<file path="config.mk">
export PLATFORM = sky130hd
export DESIGN_NAME = psw_sequencer
export DESIGN_NICKNAME = d
export VERILOG_FILES = /design/src/psw_pkg.sv /design/src/psw_sequencer.sv
export VERILOG_INCLUDE_DIRS = /design/src /design/src/src
export SDC_FILE = /design/constraint.sdc
export NUM_CORES = 1
export LEC_CHECK = 0
export ABC_AREA = 1
export BUFFER_PORTS_ARGS = -buffer_cell sky130_fd_sc_hd__buf_2
export CAP_MARGIN = 20
export CORE_MARGIN = 1
export CORE_UTILIZATION = 38
export CTS_CLUSTER_SIZE = 25
export DETAILED_ROUTE_END_ITERATION = 12
export PLACE_DENSITY_LB_ADDON = 0.05
export SLEW_MARGIN = 10
export SYNTH_ARGS = -nofsm -noshare
export SYNTH_HDL_FRONTEND = slang
export SYNTH_SLANG_ARGS = --single-unit
</file>
<file path="constraint.sdc">
create_clock -name sys_clk -period 2.2 [get_ports sys_clk]
set_input_delay 0.11 -clock sys_clk [delete_from_list [all_inputs] [get_ports sys_clk]]
set_output_delay 0.11 -clock sys_clk [all_outputs]
set_load 0.005 [all_outputs]
</file>
<file path="src/psw_consts.svh">
// offsets, field positions, reset values and timing for the power state sequencer
`ifndef PSW_CONSTS_SVH
`define PSW_CONSTS_SVH

`define PSW_CLK_NS        5
`define PSW_TICK_US       1000
`define PSW_SHORT_MS      13'h0FA0
`define PSW_LONG_MS       13'h1770
`define PSW_SYNC_IDLE     8'hD0

`define PSW_OFF_CTRL      8'h00
`define PSW_OFF_CMD       8'h04
`define PSW_OFF_STAT      8'h08
`define PSW_OFF_ISTAT     8'h0C
`define PSW_OFF_IMASK     8'h10

`define PSW_CTRL_W        7
`define PSW_CTRL_RST      7'h00
`define PSW_CTRL_POL      1:0
`define PSW_CTRL_USB45    2
`define PSW_CTRL_DEEP     3
`define PSW_CTRL_RTC      4
`define PSW_CTRL_DUAL     5
`define PSW_CTRL_REARM    6

`define PSW_CMD_TGT       1:0

`define PSW_INT_W         4
`define PSW_INT_BTN       0
`define PSW_INT_WAKE      1
`define PSW_INT_FORCE     2
`define PSW_INT_AC        3

`define PSW_RESP_OKAY     2'h0
`define PSW_RESP_SLVERR   2'h2

`endif

</file>
<file path="src/psw_pkg.sv">
// types shared by the power state and wake sequencer
package psw_pkg;

    typedef enum logic [2:0] {
        PSW_ST_OFF  = 3'b000,
        PSW_ST_WORK = 3'b001,
        PSW_ST_S3   = 3'b010,
        PSW_ST_S4   = 3'b011,
        PSW_ST_G3   = 3'b100
    } psw_state_t;

    typedef enum logic [1:0] {
        PSW_RK_COLD = 2'b00,
        PSW_RK_RAM  = 2'b01,
        PSW_RK_DISK = 2'b10
    } psw_resume_t;

    typedef enum logic [1:0] {
        PSW_POL_OFF  = 2'b00,
        PSW_POL_ON   = 2'b01,
        PSW_POL_LAST = 2'b10
    } psw_policy_t;

    typedef enum logic [1:0] {
        PSW_CMD_NONE = 2'b00,
        PSW_CMD_S3   = 2'b01,
        PSW_CMD_S4   = 2'b10,
        PSW_CMD_S5   = 2'b11
    } psw_cmd_t;

    typedef enum logic [2:0] {
        PSW_R_CTRL  = 3'b000,
        PSW_R_CMD   = 3'b001,
        PSW_R_STAT  = 3'b010,
        PSW_R_ISTAT = 3'b011,
        PSW_R_IMASK = 3'b100,
        PSW_R_NONE  = 3'b111
    } psw_reg_t;

    typedef struct packed {
        logic        awvalid;
        logic [31:0] awaddr;
        logic [2:0]  awprot;
        logic        wvalid;
        logic [31:0] wdata;
        logic [3:0]  wstrb;
        logic        bready;
        logic        arvalid;
        logic [31:0] araddr;
        logic [2:0]  arprot;
        logic        rready;
    } psw_axi_req_t;

    typedef struct packed {
        logic        awready;
        logic        wready;
        logic        bvalid;
        logic [1:0]  bresp;
        logic        arready;
        logic        rvalid;
        logic [31:0] rdata;
        logic [1:0]  rresp;
    } psw_axi_rsp_t;

    // pin order: 0 switch, 1 alarm, 2 net, 3 usb, 4 pcie_wake_n, 5 ir, 6 ac, 7 standby
    typedef struct packed {
        logic [7:0]  sync1;
        logic [7:0]  sync2;
        psw_state_t  st;
        logic        last_on;
        logic        armed;
        logic        disp_on;
        psw_resume_t kind;
        logic [23:0] tick_cnt;
        logic [12:0] ms_cnt;
        logic        long_done;
        logic        psw_prev;
        logic [6:0]  ctrl;
        logic [3:0]  istat;
        logic [3:0]  imask;
        logic        aw_held;
        logic [31:0] awaddr;
        logic        w_held;
        logic [31:0] wdata;
        logic [3:0]  wstrb;
        logic        bvalid;
        logic [1:0]  bresp;
        logic        rvalid;
        logic [31:0] rdata;
        logic [1:0]  rresp;
        logic        main_en;
        logic        ram_en;
        logic        led_pwr;
        logic        led_amber;
        logic        disp_en;
        logic        stby_led;
        logic        irq;
    } psw_regs_t;

    localparam psw_regs_t PSW_REGS_RST = '0;

endpackage : psw_pkg

</file>
<file path="src/psw_sequencer.sv">
// power state and wake sequencer with AXI4-Lite register slave
// Notes on behaviour
// - short press powers on, wakes, or requests sleep
// - hold over six seconds forces soft-off
// - suspend-to-RAM keeps memory and wake logic powered
// - wake from S3 resumes, no cold boot
// - S3 shows amber, single colour indicator off
// - power switch wakes from S3, S4, S5
// - enabled clock alarm wakes from S3, S4, S5
// - network wake request powers system up
// - usb wakes; S4/S5 gated by enable
// - asserted pcie wake line wakes the system
// - infrared receiver activity wakes the system
// - radio activity never wakes the system
// - usb/infrared deep wake only without deep standby
// - usb/infrared ignored after AC return until rearmed
// - alarm/net/pcie wake from S3 keeps display asleep
// - AC return follows off/on/last-state policy
// - S5 exit is cold boot, S4 disk resume
// - standby indicator follows standby rail presence
`include "psw_consts.svh"

module psw_sequencer #(
    parameter int unsigned MS_TICK_CYC = (`PSW_TICK_US * 1000) / `PSW_CLK_NS
) (
    input  wire logic                 sys_clk,
    input  wire logic                 sys_rst,
    input  wire psw_pkg::psw_axi_req_t axi_req,
    output psw_pkg::psw_axi_rsp_t     axi_rsp,
    input  wire logic                 power_switch,
    input  wire logic                 rtc_alarm,
    input  wire logic                 network_wake_request,
    input  wire logic                 usb_activity,
    input  wire logic                 pcie_wake_n,
    input  wire logic                 infrared_remote_receiver,
    input  wire logic                 ac_power_good,
    input  wire logic                 standby_rail_present,
    output logic                      main_rail_en,
    output logic                      ram_rail_en,
    output logic                      led_power,
    output logic                      led_amber,
    output logic                      display_en,
    output logic                      standby_led,
    output psw_pkg::psw_resume_t      resume_kind,
    output logic                      irq
);
    import psw_pkg::*;

    // all state in one struct, next value built in one place
    psw_regs_t r_q;
    psw_regs_t r_d;

    function automatic psw_reg_t dec(input logic [31:0] a);
        psw_reg_t idx;
        idx = PSW_R_NONE;
        if (a[31:8] == 24'h000000)
        begin
            case (a[7:0])
                `PSW_OFF_CTRL:  idx = PSW_R_CTRL;
                `PSW_OFF_CMD:   idx = PSW_R_CMD;
                `PSW_OFF_STAT:  idx = PSW_R_STAT;
                `PSW_OFF_ISTAT: idx = PSW_R_ISTAT;
                `PSW_OFF_IMASK: idx = PSW_R_IMASK;
                default:        idx = PSW_R_NONE;
            endcase
        end
        return idx;
    endfunction : dec

    function automatic logic [31:0] merge(input logic [31:0] old, input logic [31:0] nw,
                                          input logic [3:0] strb);
        logic [31:0] res;
        res = old;
        for (int i = 0; i < 4; i++)
        begin
            if (strb[i])
            begin
                res[i*8 +: 8] = nw[i*8 +: 8];
            end
        end
        return res;
    endfunction : merge

    logic          s_psw;
    logic          s_rtc;
    logic          s_net;
    logic          s_usb;
    logic          s_pwn;
    logic          s_ir;
    logic          s_acg;
    logic          s_stby;
    logic          tick;
    logic          short_ev;
    logic          long_ev;
    logic          usb_ok;
    logic          ir_ok;
    logic          quiet_wake;
    logic          loud_wake;
    logic          cmd_v;
    psw_cmd_t      cmd_tgt;
    psw_reg_t      widx;
    psw_reg_t      ridx;
    logic [31:0]   wval;
    logic [31:0]   stat_word;

    assign axi_rsp.awready = !r_q.aw_held && !r_q.bvalid;
    assign axi_rsp.wready  = !r_q.w_held && !r_q.bvalid;
    assign axi_rsp.bvalid  = r_q.bvalid;
    assign axi_rsp.bresp   = r_q.bresp;
    assign axi_rsp.arready = !r_q.rvalid;
    assign axi_rsp.rvalid  = r_q.rvalid;
    assign axi_rsp.rdata   = r_q.rdata;
    assign axi_rsp.rresp   = r_q.rresp;

    assign main_rail_en = r_q.main_en;
    assign ram_rail_en  = r_q.ram_en;
    assign led_power    = r_q.led_pwr;
    assign led_amber    = r_q.led_amber;
    assign display_en   = r_q.disp_en;
    assign standby_led  = r_q.stby_led;
    assign resume_kind  = r_q.kind;
    assign irq          = r_q.irq;

    always_comb
    begin
        r_d = r_q;
        cmd_v = 1'b0;
        cmd_tgt = PSW_CMD_NONE;
        wval = 32'h00000000;

        // only the second stage is read by logic
        r_d.sync1 = {standby_rail_present, ac_power_good, infrared_remote_receiver, pcie_wake_n,
                     usb_activity, network_wake_request, rtc_alarm, power_switch};
        r_d.sync2 = r_q.sync1;
        s_psw  = r_q.sync2[0];
        s_rtc  = r_q.sync2[1];
        s_net  = r_q.sync2[2];
        s_usb  = r_q.sync2[3];
        s_pwn  = r_q.sync2[4];
        s_ir   = r_q.sync2[5];
        s_acg  = r_q.sync2[6];
        s_stby = r_q.sync2[7];

        // millisecond tick so the second-scale hold times fit small counters
        tick = (r_q.tick_cnt == 24'(MS_TICK_CYC - 1));
        r_d.tick_cnt = tick ? 24'h000000 : r_q.tick_cnt + 24'h000001;

        // press duration runs from press to release or the long limit
        r_d.psw_prev = s_psw;
        long_ev = 1'b0;
        if (s_psw)
        begin
            if (tick && !r_q.long_done)
            begin
                r_d.ms_cnt = r_q.ms_cnt + 13'h0001;
                if (r_q.ms_cnt == `PSW_LONG_MS - 13'h0001)
                begin
                    long_ev = 1'b1;
                    r_d.long_done = 1'b1;
                end
            end
        end
        else
        begin
            r_d.ms_cnt = 13'h0000;
            r_d.long_done = 1'b0;
        end
        short_ev = r_q.psw_prev && !s_psw && !r_q.long_done;

        // register writes: address and data may arrive in either order
        if (axi_req.awvalid && axi_rsp.awready)
        begin
            r_d.aw_held = 1'b1;
            r_d.awaddr = axi_req.awaddr;
        end
        if (axi_req.wvalid && axi_rsp.wready)
        begin
            r_d.w_held = 1'b1;
            r_d.wdata = axi_req.wdata;
            r_d.wstrb = axi_req.wstrb;
        end
        widx = dec(r_q.awaddr);
        if (r_q.aw_held && r_q.w_held)
        begin
            r_d.aw_held = 1'b0;
            r_d.w_held = 1'b0;
            r_d.bvalid = 1'b1;
            r_d.bresp = `PSW_RESP_OKAY;
            case (widx)
                PSW_R_CTRL:
                begin
                    wval = merge({25'h0000000, r_q.ctrl}, r_q.wdata, r_q.wstrb);
                    r_d.ctrl = wval[`PSW_CTRL_W-1:0];
                    r_d.ctrl[`PSW_CTRL_REARM] = 1'b0;
                    if (wval[`PSW_CTRL_REARM])
                    begin
                        r_d.armed = 1'b1;
                    end
                end
                PSW_R_CMD:
                begin
                    wval = merge(32'h00000000, r_q.wdata, r_q.wstrb);
                    cmd_tgt = psw_cmd_t'(wval[`PSW_CMD_TGT]);
                    // only acted on while working
                    cmd_v = (cmd_tgt != PSW_CMD_NONE);
                end
                PSW_R_ISTAT:
                begin
                    wval = merge(32'h00000000, r_q.wdata, r_q.wstrb);
                    // later sets win over this clear
                    r_d.istat = r_q.istat & ~wval[`PSW_INT_W-1:0];
                end
                PSW_R_IMASK:
                begin
                    wval = merge({28'h0000000, r_q.imask}, r_q.wdata, r_q.wstrb);
                    r_d.imask = wval[`PSW_INT_W-1:0];
                end
                PSW_R_STAT:
                begin
                    r_d.bresp = `PSW_RESP_OKAY;
                end
                default:
                begin
                    r_d.bresp = `PSW_RESP_SLVERR;
                end
            endcase
        end
        if (r_q.bvalid && axi_req.bready)
        begin
            r_d.bvalid = 1'b0;
        end

        // usb and infrared: deep states need the enables and rearmed logic
        usb_ok = r_q.armed && ((r_q.st == PSW_ST_S3) ||
                 (r_q.ctrl[`PSW_CTRL_USB45] && !r_q.ctrl[`PSW_CTRL_DEEP]));
        ir_ok  = r_q.armed && ((r_q.st == PSW_ST_S3) || !r_q.ctrl[`PSW_CTRL_DEEP]);
        // no radio input exists, so it can never take part here
        quiet_wake = (s_rtc && r_q.ctrl[`PSW_CTRL_RTC]) || s_net || !s_pwn;
        loud_wake  = short_ev || (s_usb && usb_ok) || (s_ir && ir_ok);

        // ac loss overrides every state and command
        if (!s_acg && (r_q.st != PSW_ST_G3))
        begin
            r_d.last_on = (r_q.st == PSW_ST_WORK);
            r_d.st = PSW_ST_G3;
        end
        else
        begin
            case (r_q.st)
                PSW_ST_G3:
                begin
                    if (s_acg)
                    begin
                        r_d.istat[`PSW_INT_AC] = 1'b1;
                        r_d.armed = 1'b0;
                        r_d.kind = PSW_RK_COLD;
                        r_d.disp_on = 1'b1;
                        case (psw_policy_t'(r_q.ctrl[`PSW_CTRL_POL]))
                            PSW_POL_ON:   r_d.st = PSW_ST_WORK;
                            PSW_POL_LAST: r_d.st = r_q.last_on ? PSW_ST_WORK : PSW_ST_OFF;
                            default:      r_d.st = PSW_ST_OFF;
                        endcase
                    end
                end
                PSW_ST_WORK:
                begin
                    // working rearms usb and infrared wake
                    r_d.armed = 1'b1;
                    if (long_ev)
                    begin
                        r_d.st = PSW_ST_OFF;
                        r_d.istat[`PSW_INT_FORCE] = 1'b1;
                    end
                    else if (cmd_v)
                    begin
                        // software decides sleep depth after a short press
                        case (cmd_tgt)
                            PSW_CMD_S3: r_d.st = PSW_ST_S3;
                            PSW_CMD_S4: r_d.st = PSW_ST_S4;
                            default:    r_d.st = PSW_ST_OFF;
                        endcase
                    end
                    if (short_ev)
                    begin
                        r_d.istat[`PSW_INT_BTN] = 1'b1;
                    end
                end
                PSW_ST_S3,
                PSW_ST_S4,
                PSW_ST_OFF:
                begin
                    // nothing to force from soft-off
                    if (long_ev && (r_q.st != PSW_ST_OFF))
                    begin
                        r_d.st = PSW_ST_OFF;
                        r_d.istat[`PSW_INT_FORCE] = 1'b1;
                    end
                    else if (quiet_wake || loud_wake)
                    begin
                        r_d.st = PSW_ST_WORK;
                        r_d.istat[`PSW_INT_WAKE] = 1'b1;
                        case (r_q.st)
                            PSW_ST_S3: r_d.kind = PSW_RK_RAM;
                            PSW_ST_S4: r_d.kind = PSW_RK_DISK;
                            default:   r_d.kind = PSW_RK_COLD;
                        endcase
                        r_d.disp_on = !((r_q.st == PSW_ST_S3) && !loud_wake);
                    end
                end
                default:
                begin
                    r_d.st = PSW_ST_OFF;
                end
            endcase
        end

        // reads answer one cycle after the address is taken
        ridx = dec(axi_req.araddr);
        // bit 7 warns of a coming forced off
        stat_word = {23'h000000, s_stby, (r_q.ms_cnt >= `PSW_SHORT_MS), r_q.disp_on, r_q.armed,
                     r_q.kind, r_q.st};
        if (axi_req.arvalid && axi_rsp.arready)
        begin
            r_d.rvalid = 1'b1;
            r_d.rresp = `PSW_RESP_OKAY;
            case (ridx)
                PSW_R_CTRL:  r_d.rdata = {25'h0000000, r_q.ctrl};
                PSW_R_CMD:   r_d.rdata = 32'h00000000;
                PSW_R_STAT:  r_d.rdata = stat_word;
                PSW_R_ISTAT: r_d.rdata = {28'h0000000, r_q.istat};
                PSW_R_IMASK: r_d.rdata = {28'h0000000, r_q.imask};
                default:
                begin
                    r_d.rdata = 32'h00000000;
                    r_d.rresp = `PSW_RESP_SLVERR;
                end
            endcase
        end
        else if (r_q.rvalid && axi_req.rready)
        begin
            r_d.rvalid = 1'b0;
        end

        // outputs follow the next state so they line up with it
        r_d.main_en   = (r_d.st == PSW_ST_WORK);
        r_d.ram_en    = (r_d.st == PSW_ST_WORK) || (r_d.st == PSW_ST_S3);
        r_d.led_pwr   = (r_d.st == PSW_ST_WORK);
        r_d.led_amber = (r_d.st == PSW_ST_S3) && r_d.ctrl[`PSW_CTRL_DUAL];
        r_d.disp_en   = (r_d.st == PSW_ST_WORK) && r_d.disp_on;
        r_d.stby_led  = s_stby;
        // level irq: unmasking a pending bit raises it
        r_d.irq       = |(r_d.istat & r_d.imask);
    end

    always_ff @(posedge sys_clk)
    begin
        if (sys_rst)
        begin
            r_q <= PSW_REGS_RST;
            // idle pin levels, so reset fakes no ac loss or wake
            r_q.sync1 <= `PSW_SYNC_IDLE;
            r_q.sync2 <= `PSW_SYNC_IDLE;
        end
        else
        begin
            r_q <= r_d;
        end
    end

endmodule : psw_sequencer

</file>
# Word level (Yosys, flattened, before mapping)
# Cells that the tools add are included.
[totals]
regBits = 163
in_bits = 121
output_inout_bits = 50
[op_classes]
add_sub_neg = 2
order_cmp = 1
n_eq_ne = 33
muxes = 61
bitwise_logic = 5
reduce_logical = 63
[op_table]
columns = ["operator", "n"]
rows = [
  ["logical NOT 24 bit", 2],
  ["2-to-1 mux 4 bit", 9],
  ["case mux 9 bit (4 select lines)", 1],
  ["2-to-1 mux 33 bit", 1],
  ["== test 8 x 4 -> 1 bit (second input constant)", 4],
  ["2-to-1 mux 3 bit", 10],
  ["case mux 3 bit (5 select lines)", 2],
  ["adder 24 x 1 -> 24 bit (second input constant)", 1],
  ["== test 24 x 18 -> 1 bit (second input constant)", 1],
  ["logical AND 1 bit", 22],
  ["== test 3 x 2 -> 1 bit (second input constant)", 7],
  ["2-to-1 mux 7 bit", 3],
  ["2-to-1 mux 1 bit", 20],
  ["== test 8 x 3 -> 1 bit (second input constant)", 2],
  ["== test 8 x 5 -> 1 bit (second input constant)", 2],
  ["logical NOT 8 bit", 2],
  ["2-to-1 mux 15 bit", 1],
  ["adder 13 x 1 -> 13 bit (second input constant)", 1],
  ["== test 13 bit (second input constant)", 1],
  [">= comparator 13 x 12 -> 1 bit (second input constant)", 1],
  ["== test 3 x 1 -> 1 bit (second input constant)", 4],
  ["2-to-1 mux 2 bit", 6],
  ["logical NOT 1 bit", 11],
  ["OR reduction 5 bit", 2],
  ["23 further kinds", 49],
]

# Logic depth before layout (Yosys ltp)
[depth]
ltp_word = 16
ltp_mapped = 16

# Worst setup path before layout
# Ideal clock, no wire load.
[synth_path]
path_kind = "register to register"
from = "register r_q[82] (netlist name)"
to = "register r_q (netlist bit ram_rail_en)"
setup_ns = 0.114
arrival_ns = 1.781
required_ns = 2.086
setup_slack_ns = 0.305
stages_incl_launch_ff = 17
path_buffers = 0
period_less_slack_ns = 1.895
path_cell_list = "dfxtp_1 -> inv_1 -> nand2_1 -> nor2_1 -> nand2_2 -> nand2_1 -> nand2_2 -> nor2_4 -> inv_1 -> nor4_1 -> ha_1 -> o2111ai_1 -> nand3_2 -> nand2_4 -> nand2_4 -> nand3_2 -> nand2_1"
[synth_via]
elab_chain_cells = 14
[synth_rtl]
columns = ["item", "line_no", "source"]
rows = [
  ["start, declared", "psw_sequencer.sv:50", "psw_regs_t r_q;"],
  ["start signal, assigned", "psw_sequencer.sv:366", "r_q <= r_d;"],
  ["== test 8 x 5 -> 1 bit (tied with other cells)", "psw_sequencer.sv:58", "case (a[7:0])"],
  ["case mux 3 bit (5 select lines) (*)", "psw_sequencer.sv:58", ""],
  ["2-to-1 mux 3 bit (*)", "psw_sequencer.sv:56", "if (a[31:8] == 24'h000000)"],
  ["== test 3 x 1 -> 1 bit (*)", "psw_sequencer.sv:189", "case (widx)"],
  ["2-to-1 mux 2 bit", "psw_sequencer.sv:189", ""],
  ["2-to-1 mux 2 bit", "psw_sequencer.sv:183", "if (r_q.aw_held && r_q.w_held)"],
  ["== test 2 bit or == test 2 x 1 -> 1 bit (tied branches)", "psw_sequencer.sv:277", "case (cmd_tgt)"],
  ["case mux 2 bit (2 select lines)", "psw_sequencer.sv:277", ""],
  ["2-to-1 mux 3 bit (*)", "psw_sequencer.sv:274", "else if (cmd_v)"],
  ["2-to-1 mux 3 bit (*)", "psw_sequencer.sv:269", "if (long_ev)"],
  ["case mux 3 bit (3 select lines) (*)", "psw_sequencer.sv:249", "case (r_q.st)"],
  ["2-to-1 mux 3 bit (*)", "psw_sequencer.sv:242", "if (!s_acg && (r_q.st != PSW_ST_G3))"],
  ["== test 3 x 1 -> 1 bit or == test 3 x 2 -> 1 bit (tied branches)", "psw_sequencer.sv:346", "r_d.ram_en = (r_d.st == PSW_ST_WORK) || (r_d.st == PSW_ST_S3);"],
  ["logical OR 1 bit (*)", "psw_sequencer.sv:346", ""],
]
# Mark *: on every way between the ends. The rest lies on a longest branch, timed or not.
# A chain may end at the register's enable or synchronous reset.

# Worst setup path in the final report
[layout_path]
from = "register r_q[146] (netlist name)"
to = "register r_q[141] (netlist name)"
[layout_via]
elab_chain_cells = 2
[layout_rtl]
columns = ["item", "line_no", "source"]
rows = [
  ["== test 24 x 18 -> 1 bit", "psw_sequencer.sv:145", "tick = (r_q.tick_cnt == 24'(MS_TICK_CYC - 1));"],
  ["logical AND 1 bit", "psw_sequencer.sv:153", "if (tick && !r_q.long_done)"],
]
# Every way passes these cells.

==> reports/results.ini <==
[die]
coreArea_um2=16800
ios=171
start_util_pct=39.4
rows=47
dieArea_um2=18000
die_height_um=134
die_w_um=134

[route]
antenna_left=0
drc_errors=0
via_per_inst=4.54
drt-pass1-iter-count=7
drtIter0Drc=228
routed_wl_mm=15.4
via_count=5995
wl_per_cell_um=11.7

[layout]
drive_gt1_share_pct=21.1
area_delta_synth_final_pct=27.3
fillers=1739
diodes=0
nNetsFinal=1215
final_util_pct=50.1

[worst_setup_path]
crit_arrival_ns=2.32
critPathLaunchType=flop
crit_type=reg -> reg
crit_path_end_kind=flop
crit_required_ns=2.52
r2r-start=r_q[146]
cp_max_fo=4
crit_start=r_q[146]

[clocking]
cts_made_buffers=17
worstSkewPairLatency_ns=0.43
cts_htree_levels=4
cts_tree=done
clock_path_buffers=2
cts.clk_slew.worst_paths_ns=0.06
cts.sink_count=138
root_buffer=clkbuf_16

[logic_synthesis]
ys_ff_latch=138
synth-edff-count=0
synth_ff_type=dfxtp_1
synthTopCellsByCount=nor2_1, dfxtp_1, nand2_1
ys_types=44
syn_area_per_cell_um2=7.14
yosys_warnings=0
yosysTopAreaCell=dfxtp_1
synth.most_common_cell=nor2_1
synth_area_um2=6620
synth.top_cells.by_area=dfxtp_1, nor2_1, nand2_1, o21ai_0, inv_1
synthDominantCellAreaShare_pct=41.7
synth_cells=928
yosysSeqAreaShare_pct=41.7
async_flop_share_pct=0

[grt]
grt_max_degree=58
grt_usage_pct=18.3
antenna_found_initial=0
grt_pass1_vias=5613
grt_overflow=0
grt_pass1_wl_mm=26.0

[power_and_ir_drop]
p_leak_nw=3.70
vdd_ir_drop_max_mv=0.526
power.total_mw=6.23
power_density_nw_per_um2=739

[placement]
pre_cts_ws_ns=0.0932
gp_congestion=0.820
port_buffers=111
hpwl_mm=11.0

[timing]
clock_skew_ns=0.00762
slew_violations=0
worst_pin_slew_ns=0.540
slew_headroom_pct=64.0
setup_viol=0
min_period_ns=1.99
fin_setup_tns_ns=0
setup_slack_ns=0.207
finalHoldViolCount=0
final.period_utilization_pct=90.6
clock.fmax_ghz=0.502

[worst_hold_path]
hp-class=in -> reg
worstHoldStart=axi_req[83]

[run_status]
run_status=completed

[job]
max_cap_viol_count=0

-- metrics by stage --
stage               hold WS [ns]  cell area (µm²)  std cells
floorplan                  0.209             6710        952
global placement           0.293             7290       1239
detailed placement         0.295             7290       1239
CTS                      0.00263             8370       1319
global route              0.0679             8430       1320
finish                    0.0144             8430       1320
-- where the power goes --
part	internal, mW	leakage [nW]	switching [mW]
sequential	2.63	1.13	0.0717
combinational	0.299	2.29	0.382
clock	1.73	0.286	1.11
total	4.66	3.70	1.56
-- final timing paths --
check,to,slack (ns),cells past startpoint
max reg2reg,r_q[141],0.21,12
min,r_q[87],0.01,3
max,r_q[141],0.21,12
min reg2reg,r_q[178],0.40,2
-- state kept, by name, indices dropped and copies added (netlist names) --
register     flops
irq              1
display_en       1
r_d             10
resume_kind      2
standby_led      1
led_power        1
axi_rsp         13
ram_rail_en      1
led_amber        1
r_q            107
-- logic make-up after synthesis --
logic type | share of synthesized area, %
flip-flops | 41.7
AND/OR/NAND/NOR | 30.9
AO/OA/AOI/OAI | 13.2
XOR/XNOR | 0.661
adder cells (fa/ha/maj) | 1.13
buffers and inverters | 12.4
other | 0.0566
-- final cells by class --
type / instances / area, µm² / area share, %
Clock inverter: 12 / 141 / 1.68
Tap cell: 220 / 275 / 3.27
Multi-Input combinational cell: 637 / 3180 / 37.7
Timing Repair Buffer: 179 / 1190 / 14.1
Sequential cell: 138 / 2760 / 32.8
Inverter: 115 / 432 / 5.12
Clock buffer: 19 / 453 / 5.37
-- per-layer routing --
| layer | global-route usage [%] | part of all wire [%] | up-vias |
|---|---|---|---|
| met5 | 0 | 0 | - |
| met4 | 7.51 | 1.7 | 0 |
| met3 | 4.54 | 3.4 | 17 |
| met2 | 29.3 | 46 | 102 |
| met1 | 23.4 | 49 | 2643 |
| li1 | - | - | 3233 |
-- worst max-delay path, cell delays in order (launching register included) --
cell and delay, ns:
dfxtp_1 0.36, ha_2 0.22, nand3_2 0.14, nor3_2 0.17, nand3_1 0.14, nor2_4 0.15
buf_4 0.14, nand2_2 0.07, nor2_4 0.12, inv_2 0.06, nor3_2 0.14, a21oi_1 0.09
o21a_1 0.10
-- cells in the final DEF, fill, tap and decap left out, types with 3 or more instances in the layout --
| master | Yosys | routed |
|---|---|---|
| buf_2 | 1 | 111 |
| ha_1 | 6 | 5 |
| nand3_1 | 32 | 31 |
| nor3_2 | 3 | 3 |
| buf_4 | 41 | 19 |
| inv_2 | 11 | 11 |
| conb_1 | 1 | 25 |
| clkbuf_16 | 0 | 17 |
| o21ai_0 | 79 | 79 |
| xor2_1 | 4 | 4 |
| nand2_4 | 3 | 3 |
| o21ai_1 | 4 | 4 |
| or2_2 | 6 | 6 |
| nor2_1 | 188 | 182 |
| o21a_1 | 5 | 5 |
| dfxtp_1 | 138 | 138 |
| nand3_2 | 9 | 10 |
| nor2_2 | 2 | 8 |
| nor2_4 | 9 | 9 |
| a31oi_1 | 3 | 3 |
| clkinv_4 | 0 | 5 |
| dlygate4sd3_1 | 0 | 49 |
| nand2_1 | 135 | 134 |
| inv_1 | 103 | 103 |
| nor4_1 | 4 | 3 |
| a21oi_1 | 58 | 58 |
| o211ai_1 | 3 | 3 |
| nor3_1 | 16 | 16 |
| a211oi_1 | 5 | 5 |
| nand4_1 | 12 | 12 |
| nand2_2 | 8 | 9 |
-- repair_timing --
| action | 4_1_cts | 5_1_grt |
|---|---|---|
| gates resized for setup | 0 | 12 |
| buffers inserted | 0 | 1 |
| endpoints found under the hold margin | 49 | 0 |
| setup endpoints to repair | 0 | 7 |
| hold buffers | 49 | 0 |
No activity file was read; power rests on OpenSTA's default activity.
